## src/core/panel_ctrl_pkg.sv

```systemverilog
package panel_ctrl_pkg;

   // ---------------------------------------------------------------------------
   // Timing base
   // ---------------------------------------------------------------------------
   localparam int CLOCK_PERIOD_NS = 100;   // System clock period in nanoseconds.
   localparam int PTC_PERIOD_NS   = 200;   // One panel timing clock period in nanoseconds.
   // System clocks per panel timing clock; one system clock is half a panel timing clock.
   localparam int PTC_DIV         = (PTC_PERIOD_NS + CLOCK_PERIOD_NS - 1) / CLOCK_PERIOD_NS;

   // ---------------------------------------------------------------------------
   // Sizes
   // ---------------------------------------------------------------------------
   localparam int NUM_SYNC   = 7;
   localparam int NUM_ASYNC  = 7;
   localparam int POS_W      = 10;
   localparam int DATA_W     = 16;
   localparam int ADDR_W     = 7;
   localparam int ACT_GEN    = 2;          // Generator whose window paces pixel data.

   // ---------------------------------------------------------------------------
   // Register byte offsets
   // ---------------------------------------------------------------------------
   localparam logic [6:0] OFF_CTRL  = 7'h00;
   localparam logic [6:0] OFF_POL   = 7'h04;
   localparam logic [6:0] OFF_LINE  = 7'h08;
   localparam logic [6:0] OFF_FRAME = 7'h0C;
   localparam logic [6:0] OFF_ALEN  = 7'h10;
   localparam logic [6:0] OFF_DATA  = 7'h14;
   localparam logic [6:0] OFF_STAT  = 7'h18;
   localparam logic [1:0] OFF_SGEN_HI = 2'h1;   // 0x20 + 4*i, i = 0..6.
   localparam logic [1:0] OFF_AGEN_HI = 2'h2;   // 0x40 + 4*i, i = 0..6.

   // ---------------------------------------------------------------------------
   // Field positions
   // ---------------------------------------------------------------------------
   localparam int CTRL_SYNC_EN_BIT = 0;
   localparam int CTRL_ASYNC_BIT   = 1;
   localparam int GEN_OFF_LSB      = 0;
   localparam int GEN_UP_LSB       = 10;
   localparam int GEN_DN_LSB       = 20;
   localparam int GEN_MODE_BIT     = 30;
   localparam int DATA_CS_BIT      = 16;
   localparam int DATA_FLAG_LSB    = 17;
   localparam int WORD_W           = DATA_FLAG_LSB + NUM_ASYNC;
   localparam int STAT_BUSY_BIT    = 2;
   localparam int STAT_LINE_LSB    = 16;

   // ---------------------------------------------------------------------------
   // Reset values
   // ---------------------------------------------------------------------------
   localparam logic [1:0]  RST_CTRL  = 2'h0;
   localparam logic [6:0]  RST_POL   = 7'h00;
   localparam logic [9:0]  RST_LINE  = 10'h064;
   localparam logic [9:0]  RST_FRAME = 10'h00A;
   localparam logic [9:0]  RST_ALEN  = 10'h004;
   localparam logic [31:0] RST_GEN   = 32'h0000_0000;

   typedef enum logic [1:0] {
      A_IDLE   = 2'b01,
      A_ACCESS = 2'b10
   } async_state_e;

endpackage

```

## src/core/panel_ctrl.sv

```systemverilog
// Implementation choices: the register offsets and the Avalon-MM interface to the registers.
`timescale 1ns/1ps

// Function
// - Seven general synchronous outputs carry line sync, frame sync, active flag or others.
// - Line and frame counters produce the local start point aligned to the timing clock.
// - Sync outputs switch at up and down points with half timing-clock resolution.
// - Async outputs follow flags that travel with each outgoing data word.
// - Two chip-select outputs address two separate panels.
// - Seven general async outputs serve as store, read, register select or others.
// - Each new async data word starts a fresh local start point.
// - Async generators toggle at up and down points at half-clock resolution.
// - Sync panel interface uses pixel clock, line sync, frame sync, active flag, data.
// - Sync controls are placed by offset, up and down from the start point.
// - A display access lasts a whole number of timing-clock cycles.
// - Pixel bus changes only at fixed points relative to the start point.
// - Pixel data bus is output only.
module panel_ctrl #(
   parameter int NUM_SYNC  = panel_ctrl_pkg::NUM_SYNC,
   parameter int NUM_ASYNC = panel_ctrl_pkg::NUM_ASYNC,
   parameter int DATA_W    = panel_ctrl_pkg::DATA_W
) (
   input  wire logic                                clock,
   input  wire logic                                reset_n,
   input  wire logic                                clockEnable,
   input  wire logic [panel_ctrl_pkg::ADDR_W-1:0]   address,
   input  wire logic                                read,
   input  wire logic                                write,
   input  wire logic [31:0]                         writedata,
   input  wire logic [3:0]                          byteenable,
   output      logic [31:0]                         readdata,
   output      logic                                waitrequest,
   output      logic                                panelPixelClock,
   output      logic [NUM_SYNC-1:0]                 syncPins,
   output      logic [NUM_ASYNC-1:0]                asyncPins,
   output      logic                                panel0SelectN,
   output      logic                                panel1SelectN,
   output      logic [DATA_W-1:0]                   panelPixelBus
);

   localparam int PW = panel_ctrl_pkg::POS_W;
   localparam int WW = panel_ctrl_pkg::WORD_W;

   // Byte-enable merge of a write into a stored word.
   function automatic logic [31:0] mergeBytes(input logic [31:0] oldV, input logic [31:0] newV,
                                              input logic [3:0] be);
      logic [31:0] r;
      r = oldV;
      for (int b = 0; b < 4; b++) begin
         if (be[b]) begin
            r[b*8 +: 8] = newV[b*8 +: 8];
         end
      end
      return r;
   endfunction

   // Half-open window test shared by sync and async generators.
   function automatic logic inWindow(input logic [PW:0] pos, input logic [PW:0] start,
                                     input logic [PW:0] stop);
      return (pos >= start) && (pos < stop);
   endfunction

   // ---------------------------------------------------------------------------
   // Registers and state
   // ---------------------------------------------------------------------------
   logic [1:0]               ctrl_q;
   logic [NUM_SYNC-1:0]      pol_q;
   logic [PW-1:0]            lineLen_q;
   logic [PW-1:0]            frameLines_q;
   logic [PW-1:0]            asyncLen_q;
   logic [31:0]              sgen_q [NUM_SYNC];
   logic [31:0]              agen_q [NUM_ASYNC];
   logic [PW:0]              halfCnt_q;
   logic [PW-1:0]            lineIdx_q;
   panel_ctrl_pkg::async_state_e aState_q;
   logic [PW:0]              aCnt_q;
   logic [WW-1:0]            aWord_q;
   logic [WW-1:0]            bufMem_q [2];
   logic                     bufWr_q;
   logic                     bufRd_q;
   logic [1:0]               bufCount_q;

   // ---------------------------------------------------------------------------
   // Bus decode
   // ---------------------------------------------------------------------------
   wire         busReq     = read | write;
   wire         accept     = clockEnable & busReq & ~waitrequest;
   wire         wrAccept   = accept & write;
   wire [6:2]   wAddr      = address[6:2];
   wire [2:0]   genIdx     = address[4:2];
   wire         hitCtrl    = wAddr == panel_ctrl_pkg::OFF_CTRL[6:2];
   wire         hitPol     = wAddr == panel_ctrl_pkg::OFF_POL[6:2];
   wire         hitLine    = wAddr == panel_ctrl_pkg::OFF_LINE[6:2];
   wire         hitFrame   = wAddr == panel_ctrl_pkg::OFF_FRAME[6:2];
   wire         hitAlen    = wAddr == panel_ctrl_pkg::OFF_ALEN[6:2];
   wire         hitData    = wAddr == panel_ctrl_pkg::OFF_DATA[6:2];
   wire         hitStat    = wAddr == panel_ctrl_pkg::OFF_STAT[6:2];
   wire         hitSgen    = (address[6:5] == panel_ctrl_pkg::OFF_SGEN_HI) && (genIdx != 3'h7);
   wire         hitAgen    = (address[6:5] == panel_ctrl_pkg::OFF_AGEN_HI) && (genIdx != 3'h7);
   wire         bufFull    = bufCount_q == 2'h2;
   wire         bufValid   = bufCount_q != 2'h0;
   wire         push       = wrAccept & hitData;
   wire [WW-1:0] bufHead   = bufMem_q[bufRd_q];
   wire         syncEn     = ctrl_q[panel_ctrl_pkg::CTRL_SYNC_EN_BIT];
   wire         asyncMode  = ctrl_q[panel_ctrl_pkg::CTRL_ASYNC_BIT];

   // A data write waits while the buffer is full; that is the back-pressure to software.
   wire         canAnswer  = ~(write & hitData & bufFull);
   wire [31:0]  readMux    =
      hitCtrl  ? {30'h0, ctrl_q} :
      hitPol   ? {25'h0, pol_q} :
      hitLine  ? {22'h0, lineLen_q} :
      hitFrame ? {22'h0, frameLines_q} :
      hitAlen  ? {22'h0, asyncLen_q} :
      hitStat  ? {6'h0, lineIdx_q, 13'h0, (aState_q == panel_ctrl_pkg::A_ACCESS), bufCount_q} :
      hitSgen  ? sgen_q[genIdx] :
      hitAgen  ? agen_q[genIdx] : 32'h0;

   // Waitrequest drops one cycle after a request appears and rises again after the accept edge.
   always_ff @(posedge clock or negedge reset_n) begin
      if (!reset_n) begin
         waitrequest <= 1'b1;
         readdata    <= 32'h0;
      end else if (clockEnable) begin
         waitrequest <= ~(busReq & waitrequest & canAnswer);
         if (busReq & waitrequest & canAnswer) begin
            readdata <= readMux;
         end
      end
   end

   // Byte-enable merges of a write into each narrow register; bits above the field fall away.
   wire [31:0]  ctrlMerged  = mergeBytes({30'h0, ctrl_q}, writedata, byteenable);
   wire [31:0]  polMerged   = mergeBytes({25'h0, pol_q}, writedata, byteenable);
   wire [31:0]  lineMerged  = mergeBytes({22'h0, lineLen_q}, writedata, byteenable);
   wire [31:0]  frameMerged = mergeBytes({22'h0, frameLines_q}, writedata, byteenable);
   wire [31:0]  alenMerged  = mergeBytes({22'h0, asyncLen_q}, writedata, byteenable);

   // Control registers; a write lands only at the accept edge.
   always_ff @(posedge clock or negedge reset_n) begin
      if (!reset_n) begin
         ctrl_q       <= panel_ctrl_pkg::RST_CTRL;
         pol_q        <= panel_ctrl_pkg::RST_POL;
         lineLen_q    <= panel_ctrl_pkg::RST_LINE;
         frameLines_q <= panel_ctrl_pkg::RST_FRAME;
         asyncLen_q   <= panel_ctrl_pkg::RST_ALEN;
      end else if (wrAccept) begin
         if (hitCtrl)  ctrl_q       <= ctrlMerged[1:0];
         if (hitPol)   pol_q        <= polMerged[6:0];
         if (hitLine)  lineLen_q    <= lineMerged[9:0];
         if (hitFrame) frameLines_q <= frameMerged[9:0];
         if (hitAlen)  asyncLen_q   <= alenMerged[9:0];
      end
   end

   // ---------------------------------------------------------------------------
   // Two-entry data buffer
   // ---------------------------------------------------------------------------
   logic pop;

   // Pointers and count; a push and a pop in one cycle keep the count.
   always_ff @(posedge clock or negedge reset_n) begin
      if (!reset_n) begin
         bufWr_q    <= 1'b0;
         bufRd_q    <= 1'b0;
         bufCount_q <= 2'h0;
         bufMem_q[0] <= '0;
         bufMem_q[1] <= '0;
      end else if (clockEnable) begin
         if (push) begin
            bufMem_q[bufWr_q] <= writedata[WW-1:0];
            bufWr_q           <= ~bufWr_q;
         end
         if (pop) begin
            bufRd_q <= ~bufRd_q;
         end
         bufCount_q <= bufCount_q + {1'b0, push} - {1'b0, pop};
      end
   end

   // ---------------------------------------------------------------------------
   // Synchronous timing base
   // ---------------------------------------------------------------------------
   // One system clock is half a timing clock, so a line of N timing clocks is 2N half slots.
   wire [PW:0]   lineHalves = {lineLen_q, 1'b0};
   wire          lastHalf   = halfCnt_q == (lineHalves - (PW+1)'(1));
   wire          lastLine   = lineIdx_q == (frameLines_q - PW'(1));
   logic [NUM_SYNC-1:0] syncRaw;

   // The counters restart from the local start point whenever sync timing is switched off.
   always_ff @(posedge clock or negedge reset_n) begin
      if (!reset_n) begin
         halfCnt_q <= '0;
         lineIdx_q <= '0;
      end else if (clockEnable) begin
         if (!syncEn) begin
            halfCnt_q <= '0;
            lineIdx_q <= '0;
         end else begin
            halfCnt_q <= lastHalf ? '0 : halfCnt_q + (PW+1)'(1);
            if (lastHalf) begin
               lineIdx_q <= lastLine ? '0 : lineIdx_q + PW'(1);
            end
         end
      end
   end

   // Each sync generator compares either the half-slot count or the line count with its window.
   genvar g;
   generate
      for (g = 0; g < NUM_SYNC; g++) begin : gSync
         wire [31:0] cfg   = sgen_q[g];
         wire [PW:0] pos   = cfg[panel_ctrl_pkg::GEN_MODE_BIT] ? {1'b0, lineIdx_q} : halfCnt_q;
         wire [PW:0] start = {1'b0, cfg[panel_ctrl_pkg::GEN_OFF_LSB +: PW]}
                           + {1'b0, cfg[panel_ctrl_pkg::GEN_UP_LSB +: PW]};
         wire [PW:0] stop  = {1'b0, cfg[panel_ctrl_pkg::GEN_OFF_LSB +: PW]}
                           + {1'b0, cfg[panel_ctrl_pkg::GEN_DN_LSB +: PW]};
         assign syncRaw[g] = syncEn & inWindow(pos, start, stop);

         always_ff @(posedge clock or negedge reset_n) begin
            if (!reset_n) begin
               sgen_q[g] <= panel_ctrl_pkg::RST_GEN;
            end else if (wrAccept && hitSgen && genIdx == 3'(g)) begin
               sgen_q[g] <= mergeBytes(sgen_q[g], writedata, byteenable);
            end
         end
      end
   endgenerate

   // Sync pins and pixel clock are registered, so every control lags its window by one clock.
   always_ff @(posedge clock or negedge reset_n) begin
      if (!reset_n) begin
         syncPins        <= '0;
         panelPixelClock <= 1'b0;
      end else if (clockEnable) begin
         syncPins        <= syncRaw ^ pol_q;
         panelPixelClock <= syncEn & ~halfCnt_q[0];
      end
   end

   // ---------------------------------------------------------------------------
   // Asynchronous access engine
   // ---------------------------------------------------------------------------
   // An access length of zero is stretched to one timing clock rather than dropped.
   wire [PW:0]  aHalves  = (asyncLen_q == '0) ? (PW+1)'(panel_ctrl_pkg::PTC_DIV)
                                              : {asyncLen_q, 1'b0};
   wire         aActive  = aState_q == panel_ctrl_pkg::A_ACCESS;
   wire         aEnd     = aActive && (aCnt_q == aHalves - (PW+1)'(1));
   wire         asyncPop = (aState_q == panel_ctrl_pkg::A_IDLE) & asyncMode & bufValid;
   // Pixels leave only in the last half of a timing clock, so the bus moves on whole-clock marks.
   wire         syncPop  = syncEn & ~asyncMode & halfCnt_q[0]
                         & syncRaw[panel_ctrl_pkg::ACT_GEN] & bufValid;
   assign pop = asyncPop | syncPop;
   logic [NUM_ASYNC-1:0] asyncRaw;

   // Loading a word restarts the access counter: the local start point for async pins.
   always_ff @(posedge clock or negedge reset_n) begin
      if (!reset_n) begin
         aState_q <= panel_ctrl_pkg::A_IDLE;
         aCnt_q   <= '0;
         aWord_q  <= '0;
      end else if (clockEnable) begin
         case (aState_q)
            panel_ctrl_pkg::A_IDLE: begin
               if (asyncPop) begin
                  aState_q <= panel_ctrl_pkg::A_ACCESS;
                  aCnt_q   <= '0;
                  aWord_q  <= bufHead;
               end
            end
            panel_ctrl_pkg::A_ACCESS: begin
               aCnt_q <= aCnt_q + (PW+1)'(1);
               if (aEnd) begin
                  aState_q <= panel_ctrl_pkg::A_IDLE;
               end
            end
            default: begin
               aState_q <= panel_ctrl_pkg::A_IDLE;
            end
         endcase
      end
   end

   // Each async pin pulses only when its flag rides with the current word.
   genvar a;
   generate
      for (a = 0; a < NUM_ASYNC; a++) begin : gAsync
         wire [31:0] cfg = agen_q[a];
         assign asyncRaw[a] = aActive & aWord_q[panel_ctrl_pkg::DATA_FLAG_LSB + a]
                            & inWindow(aCnt_q, {1'b0, cfg[0 +: PW]}, {1'b0, cfg[PW +: PW]});

         always_ff @(posedge clock or negedge reset_n) begin
            if (!reset_n) begin
               agen_q[a] <= panel_ctrl_pkg::RST_GEN;
            end else if (wrAccept && hitAgen && genIdx == 3'(a)) begin
               agen_q[a] <= mergeBytes(agen_q[a], writedata, byteenable);
            end
         end
      end
   endgenerate

   // Pins, selects and the output-only pixel bus, all straight from flops.
   always_ff @(posedge clock or negedge reset_n) begin
      if (!reset_n) begin
         asyncPins     <= '0;
         panel0SelectN <= 1'b1;
         panel1SelectN <= 1'b1;
         panelPixelBus <= '0;
      end else if (clockEnable) begin
         asyncPins     <= asyncRaw;
         panel0SelectN <= ~(aActive & ~aWord_q[panel_ctrl_pkg::DATA_CS_BIT]);
         panel1SelectN <= ~(aActive & aWord_q[panel_ctrl_pkg::DATA_CS_BIT]);
         if (pop) begin
            panelPixelBus <= bufHead[DATA_W-1:0];
         end
      end
   end

   // ---------------------------------------------------------------------------
   // Assertions
   // ---------------------------------------------------------------------------
   a_line_wrap: assert property (@(posedge clock) disable iff (!reset_n)
      clockEnable && syncEn && lastHalf && lastLine |=> halfCnt_q == '0 && lineIdx_q == '0)
      else $error("Line and frame counters did not wrap together.");

   a_half_step: assert property (@(posedge clock) disable iff (!reset_n)
      clockEnable && syncEn && !lastHalf && !$changed(ctrl_q) |=> halfCnt_q == $past(halfCnt_q) + 1)
      else $error("Half-slot counter skipped a step.");

   a_sync_polarity: assert property (@(posedge clock) disable iff (!reset_n)
      clockEnable && !syncEn |=> syncPins == $past(pol_q))
      else $error("Idle sync pins do not show their inactive level.");

   a_async_start: assert property (@(posedge clock) disable iff (!reset_n)
      clockEnable && asyncPop |=> aActive && aCnt_q == '0 && aWord_q == $past(bufHead))
      else $error("Async access did not start from a fresh start point.");

   a_access_whole: assert property (@(posedge clock) disable iff (!reset_n)
      clockEnable && aEnd |-> aCnt_q[0])
      else $error("Async access ended on a half clock.");

   a_select_excl: assert property (@(posedge clock) disable iff (!reset_n)
      !(~panel0SelectN && ~panel1SelectN))
      else $error("Both panel selects are active.");

   a_flag_gates: assert property (@(posedge clock) disable iff (!reset_n)
      clockEnable && !aWord_q[panel_ctrl_pkg::DATA_FLAG_LSB] |=> !asyncPins[0])
      else $error("Async pin moved without its data flag.");

   a_pixel_hold: assert property (@(posedge clock) disable iff (!reset_n)
      clockEnable && !pop |=> $stable(panelPixelBus))
      else $error("Pixel bus moved without a buffered word.");

   a_pixel_clock: assert property (@(posedge clock) disable iff (!reset_n)
      clockEnable && syncEn |=> panelPixelClock == !$past(halfCnt_q[0]))
      else $error("Pixel clock not aligned to the timing base.");

   a_wait_full: assert property (@(posedge clock) disable iff (!reset_n)
      clockEnable && write && hitData && bufFull && waitrequest |=> waitrequest)
      else $error("Data write answered while the buffer was full.");

   c_async_access: cover property (@(posedge clock) disable iff (!reset_n) aEnd);
   c_frame_wrap:   cover property (@(posedge clock) disable iff (!reset_n) lastHalf && lastLine && syncEn);
   c_buffer_full:  cover property (@(posedge clock) disable iff (!reset_n) bufFull && write && hitData);
   c_sync_pixel:   cover property (@(posedge clock) disable iff (!reset_n) syncPop);

endmodule // panel_ctrl

```

## config.mk

```make
export PLATFORM = sky130hd
export DESIGN_NAME = panel_ctrl
export DESIGN_NICKNAME = d
export VERILOG_FILES = /design/src/core/panel_ctrl_pkg.sv /design/src/core/panel_ctrl.sv
export SDC_FILE = /design/constraint.sdc
export NUM_CORES = 2
export LEC_CHECK = 0
export BUFFER_PORTS_ARGS = -buffer_cell sky130_fd_sc_hd__clkbuf_2
export CAP_MARGIN = 20
export CORE_UTILIZATION = 40
export DETAILED_ROUTE_END_ITERATION = 12
export GPL_TIMING_DRIVEN = 0
export PLACE_DENSITY_LB_ADDON = 0.12
export SETUP_SLACK_MARGIN = 0.05
export SYNTH_ARGS = -nofsm -noshare
export SYNTH_HDL_FRONTEND = slang
export SYNTH_SLANG_ARGS = --single-unit
```

## constraint.sdc

```tcl
create_clock -name clock -period 10.75 [get_ports clock]
set_clock_uncertainty 0.1 [all_clocks]
set_input_delay 1.075 -clock clock [delete_from_list [all_inputs] [get_ports clock]]
set_output_delay 1.075 -clock clock [all_outputs]
set_load 0.01 [all_outputs]
```

==> flow_summary.yaml <==
synthesis:
  synth_common_cells: "mux2_2 (648), dfrtp_1 (637), ha_1 (428)"
  async_flop_share: 1.00
  yosysWarnings: 0
  syn_avg_cell_area_um2: 10.9
  synthCells: 3837
  syn_nets: 4327
  synth-seq-cells: 647
  synth.distinct_cells: 71
  synth_top_area_cell: "dfrtp_1"
  yosys-top-cells-area: "dfrtp_1 (38%), mux2_2 (17%), ha_1 (13%)"
  synth_edf_count: 0
  syn_area_um2: 42000
  synth_most_common_cell: "mux2_2"
  synth_flop_cell: "dfrtp_1"
  ys_seq_area_frac: 0.386
  synth_top_area_frac: 0.380
final_layout:
  post-route-util: 0.456
  final_cell_area_um2: 47300
  num-nets-final: 4527
  drive_above_1_share: 0.242
  area_growth_pct: 12.7
worst_setup_path:
  r2r_start: "gSync[2].cfg[1]"
  r2r-end: "bufCount_q[1]"
  critPathKind: "reg2reg"
  crit_start: "gSync[2].cfg[1]"
  timing.critical_path.to: "bufCount_q[1]"
  crit_path_end_kind: "flip-flop"
  cp.arrival_ns: 5.50
  cp_max_fo: 6
  r2r_cells: 22
  required_ns: 11.19
  r2r_slack_ns: 5.69
  cp-start-kind: "flip-flop"
sta:
  holdWs_ns: 0.251
  fmax_mhz: 198
  setup_viol: 0
  rsz0062_at_grt: "false"
  final_max_slew_viol_count: 0
  slew_headroom: 0.0684
  worstMarginPinSlew_ns: 1.39
  finalCritPeriodShare: 0.470
  finalHoldViolations: 0
  layout_min_cycle_time_ns: 5.06
die:
  dieArea_um2: 106000
  num_io_pins: 114
  start_util: 0.405
  core-area_um2: 104000
  rows: 118
  die-height_um: 326
  die_x_um: 326
power_and_ir_drop:
  cellPowerDensity_nw_per_um2: 135
  p_leak_uw: 0.0227
  max-vdd-ir-drop_mv: 0.130
  power_uw: 6380
place:
  dp_hpwl_um: 129000
  portBuffers: 95
  place_congestion: 1.07
  placed_area_um2: 44600
grt:
  grt_max_degree: 104
  grt_pass1_vias: 32200
  gr-total-overflow: 0
  grtUsageTotal: 0.307
  grt_pass1_wl_um: 234000
  grt_antenna_before_repair: 10
detailed_routing:
  drt_iter0_markers: 3047
  ant_nets: 0
  drc: 0
  first_pass_iters: 7
  drt_wl_total_um: 164000
  routed_via_density: 6.01
  avgRoutedWirePerCell_um: 29.9
  vias: 33000
clocking:
  cts_setup_buffers: 0
  cts_resized: 0
  cts_made_buffers: 78
  clock_latency_ns: 0.68
  clkTransAtPathRegs_ns: 0.06
  h-tree-depth: 3
  cts_tree: "built"
  cts_hold_buffers: 0
  clk_path_buf_depth: 3
  root_buffer: "clkbuf_16"
  cts_sinks: 647
flow_run:
  drv_cap: 0
hold_path:
  hold_path.class: "in2async"
outcome:
  status: "completed"
-- placed cells by master (no fill, tap or decap), types with 25 or more instances in the layout --
master	n
a21o_1	73
a21oi_1	248
a221o_1	43
buf_1	25
clkbuf_1	168
clkbuf_16	79
clkbuf_2	94
dfrtp_1	637
ha_1	428
inv_1	199
mux2_2	648
mux2i_1	28
mux4_2	64
nand2_1	224
nand2b_1	27
nand3_1	67
nor2_1	135
nor2b_1	34
nor3_1	31
o21ai_0	240
o21bai_1	28
o22ai_1	36
xnor2_1	96
xor2_1	74
-- flip-flops by register name (all words and copies together), names as in the netlist, 2 cells and up --
signal	count
asyncPins	7
gAsync.cfg	224
bufMem_q	48
panelPixelBus	16
frameLines_q	10
lineLen_q	10
aWord_q	8
readdata	32
gSync.cfg	224
bufCount_q	2
ctrl_q	2
pol_q	7
aCnt_q	11
halfCnt_q	11
syncPins	7
aState_q	2
lineIdx_q	10
asyncLen_q	10
-- power breakdown --
group	switching, µW	leakage (µW)	internal (µW)	total (µW)
registers	137	0.00891	2550	2680
logic	563	0.0125	353	915
clock network	1170	0.00128	1620	2790
-- final cells by class --
type,instances,area [µm²]
clock buffer,111,2220
inverter,200,751
buffer,192,757
antenna,3,7.51
tap,1380,1730
sequential,647,16200
fill,9885,56500
clock inverter,31,414
multi-input combinational,2798,24300
timing repair buffer,120,943
-- metrics by stage --
| step | worst slack (ns) | setup TNS (ns) | std cells |
|---|---|---|---|
| CTS | 5.61 | 0 | 5476 |
| finish | 5.69 | 0 | 5482 |
| global placement | -7.93 | -5000.91 | 5312 |
| detailed placement | 5.44 | 0 | 5334 |
| global route | 5.37 | 0 | 5480 |
| floorplan | 6.45 | 0 | 3837 |
-- routing by layer --
metal  wire length [µm]  up-vias  track usage
li1                   -    14500            -
met1              74800    17000        0.446
met2              69600     1252        0.449
met3              12200      253       0.0505
met4               7180        6        0.128
met5                 32        -            0
-- worst max-delay path: stages (launching register included) --
cell      delay [ns]
dfrtp_1         0.50
ha_1            0.34
a21o_1          0.16
a21oi_1         0.25
o21bai_1        0.11
a21oi_1         0.26
o21ai_0         0.20
a21o_1          0.23
a21oi_1         0.17
xor2_1          0.18
ha_1            0.25
nor2b_1         0.13
o21ai_0         0.15
nand3b_1        0.10
a211o_1         0.47
or3_1           0.36
a21oi_1         0.14
ha_1            0.24
inv_1           0.06
ha_1            0.14
xor2_1          0.14
nand2_1         0.08
xnor2_1         0.15
-- worst min path at each step --
stage                            from                end  cells past startpoint
after floorplan           aWord_q[16]      panel1SelectN                      1
after global routing          reset_n        bufMem_q[2]                      1
after detailed placement  aWord_q[16]      panel1SelectN                      1
final                         reset_n  panelPixelBus[14]                      1
after global placement    aWord_q[16]      panel1SelectN                      1
after CTS                     reset_n        bufMem_q[2]                      1
-- cell families after synthesis --
group,count (synthesis),share of synthesized area
buf+inv,392,0.0359
xor+xnor,170,0.0355
compound gates,831,0.124
simple gates,606,0.0676
fa+ha+maj,442,0.134
mux,749,0.217
flops,647,0.386
Note: power is estimated with default switching activity, not from simulation.
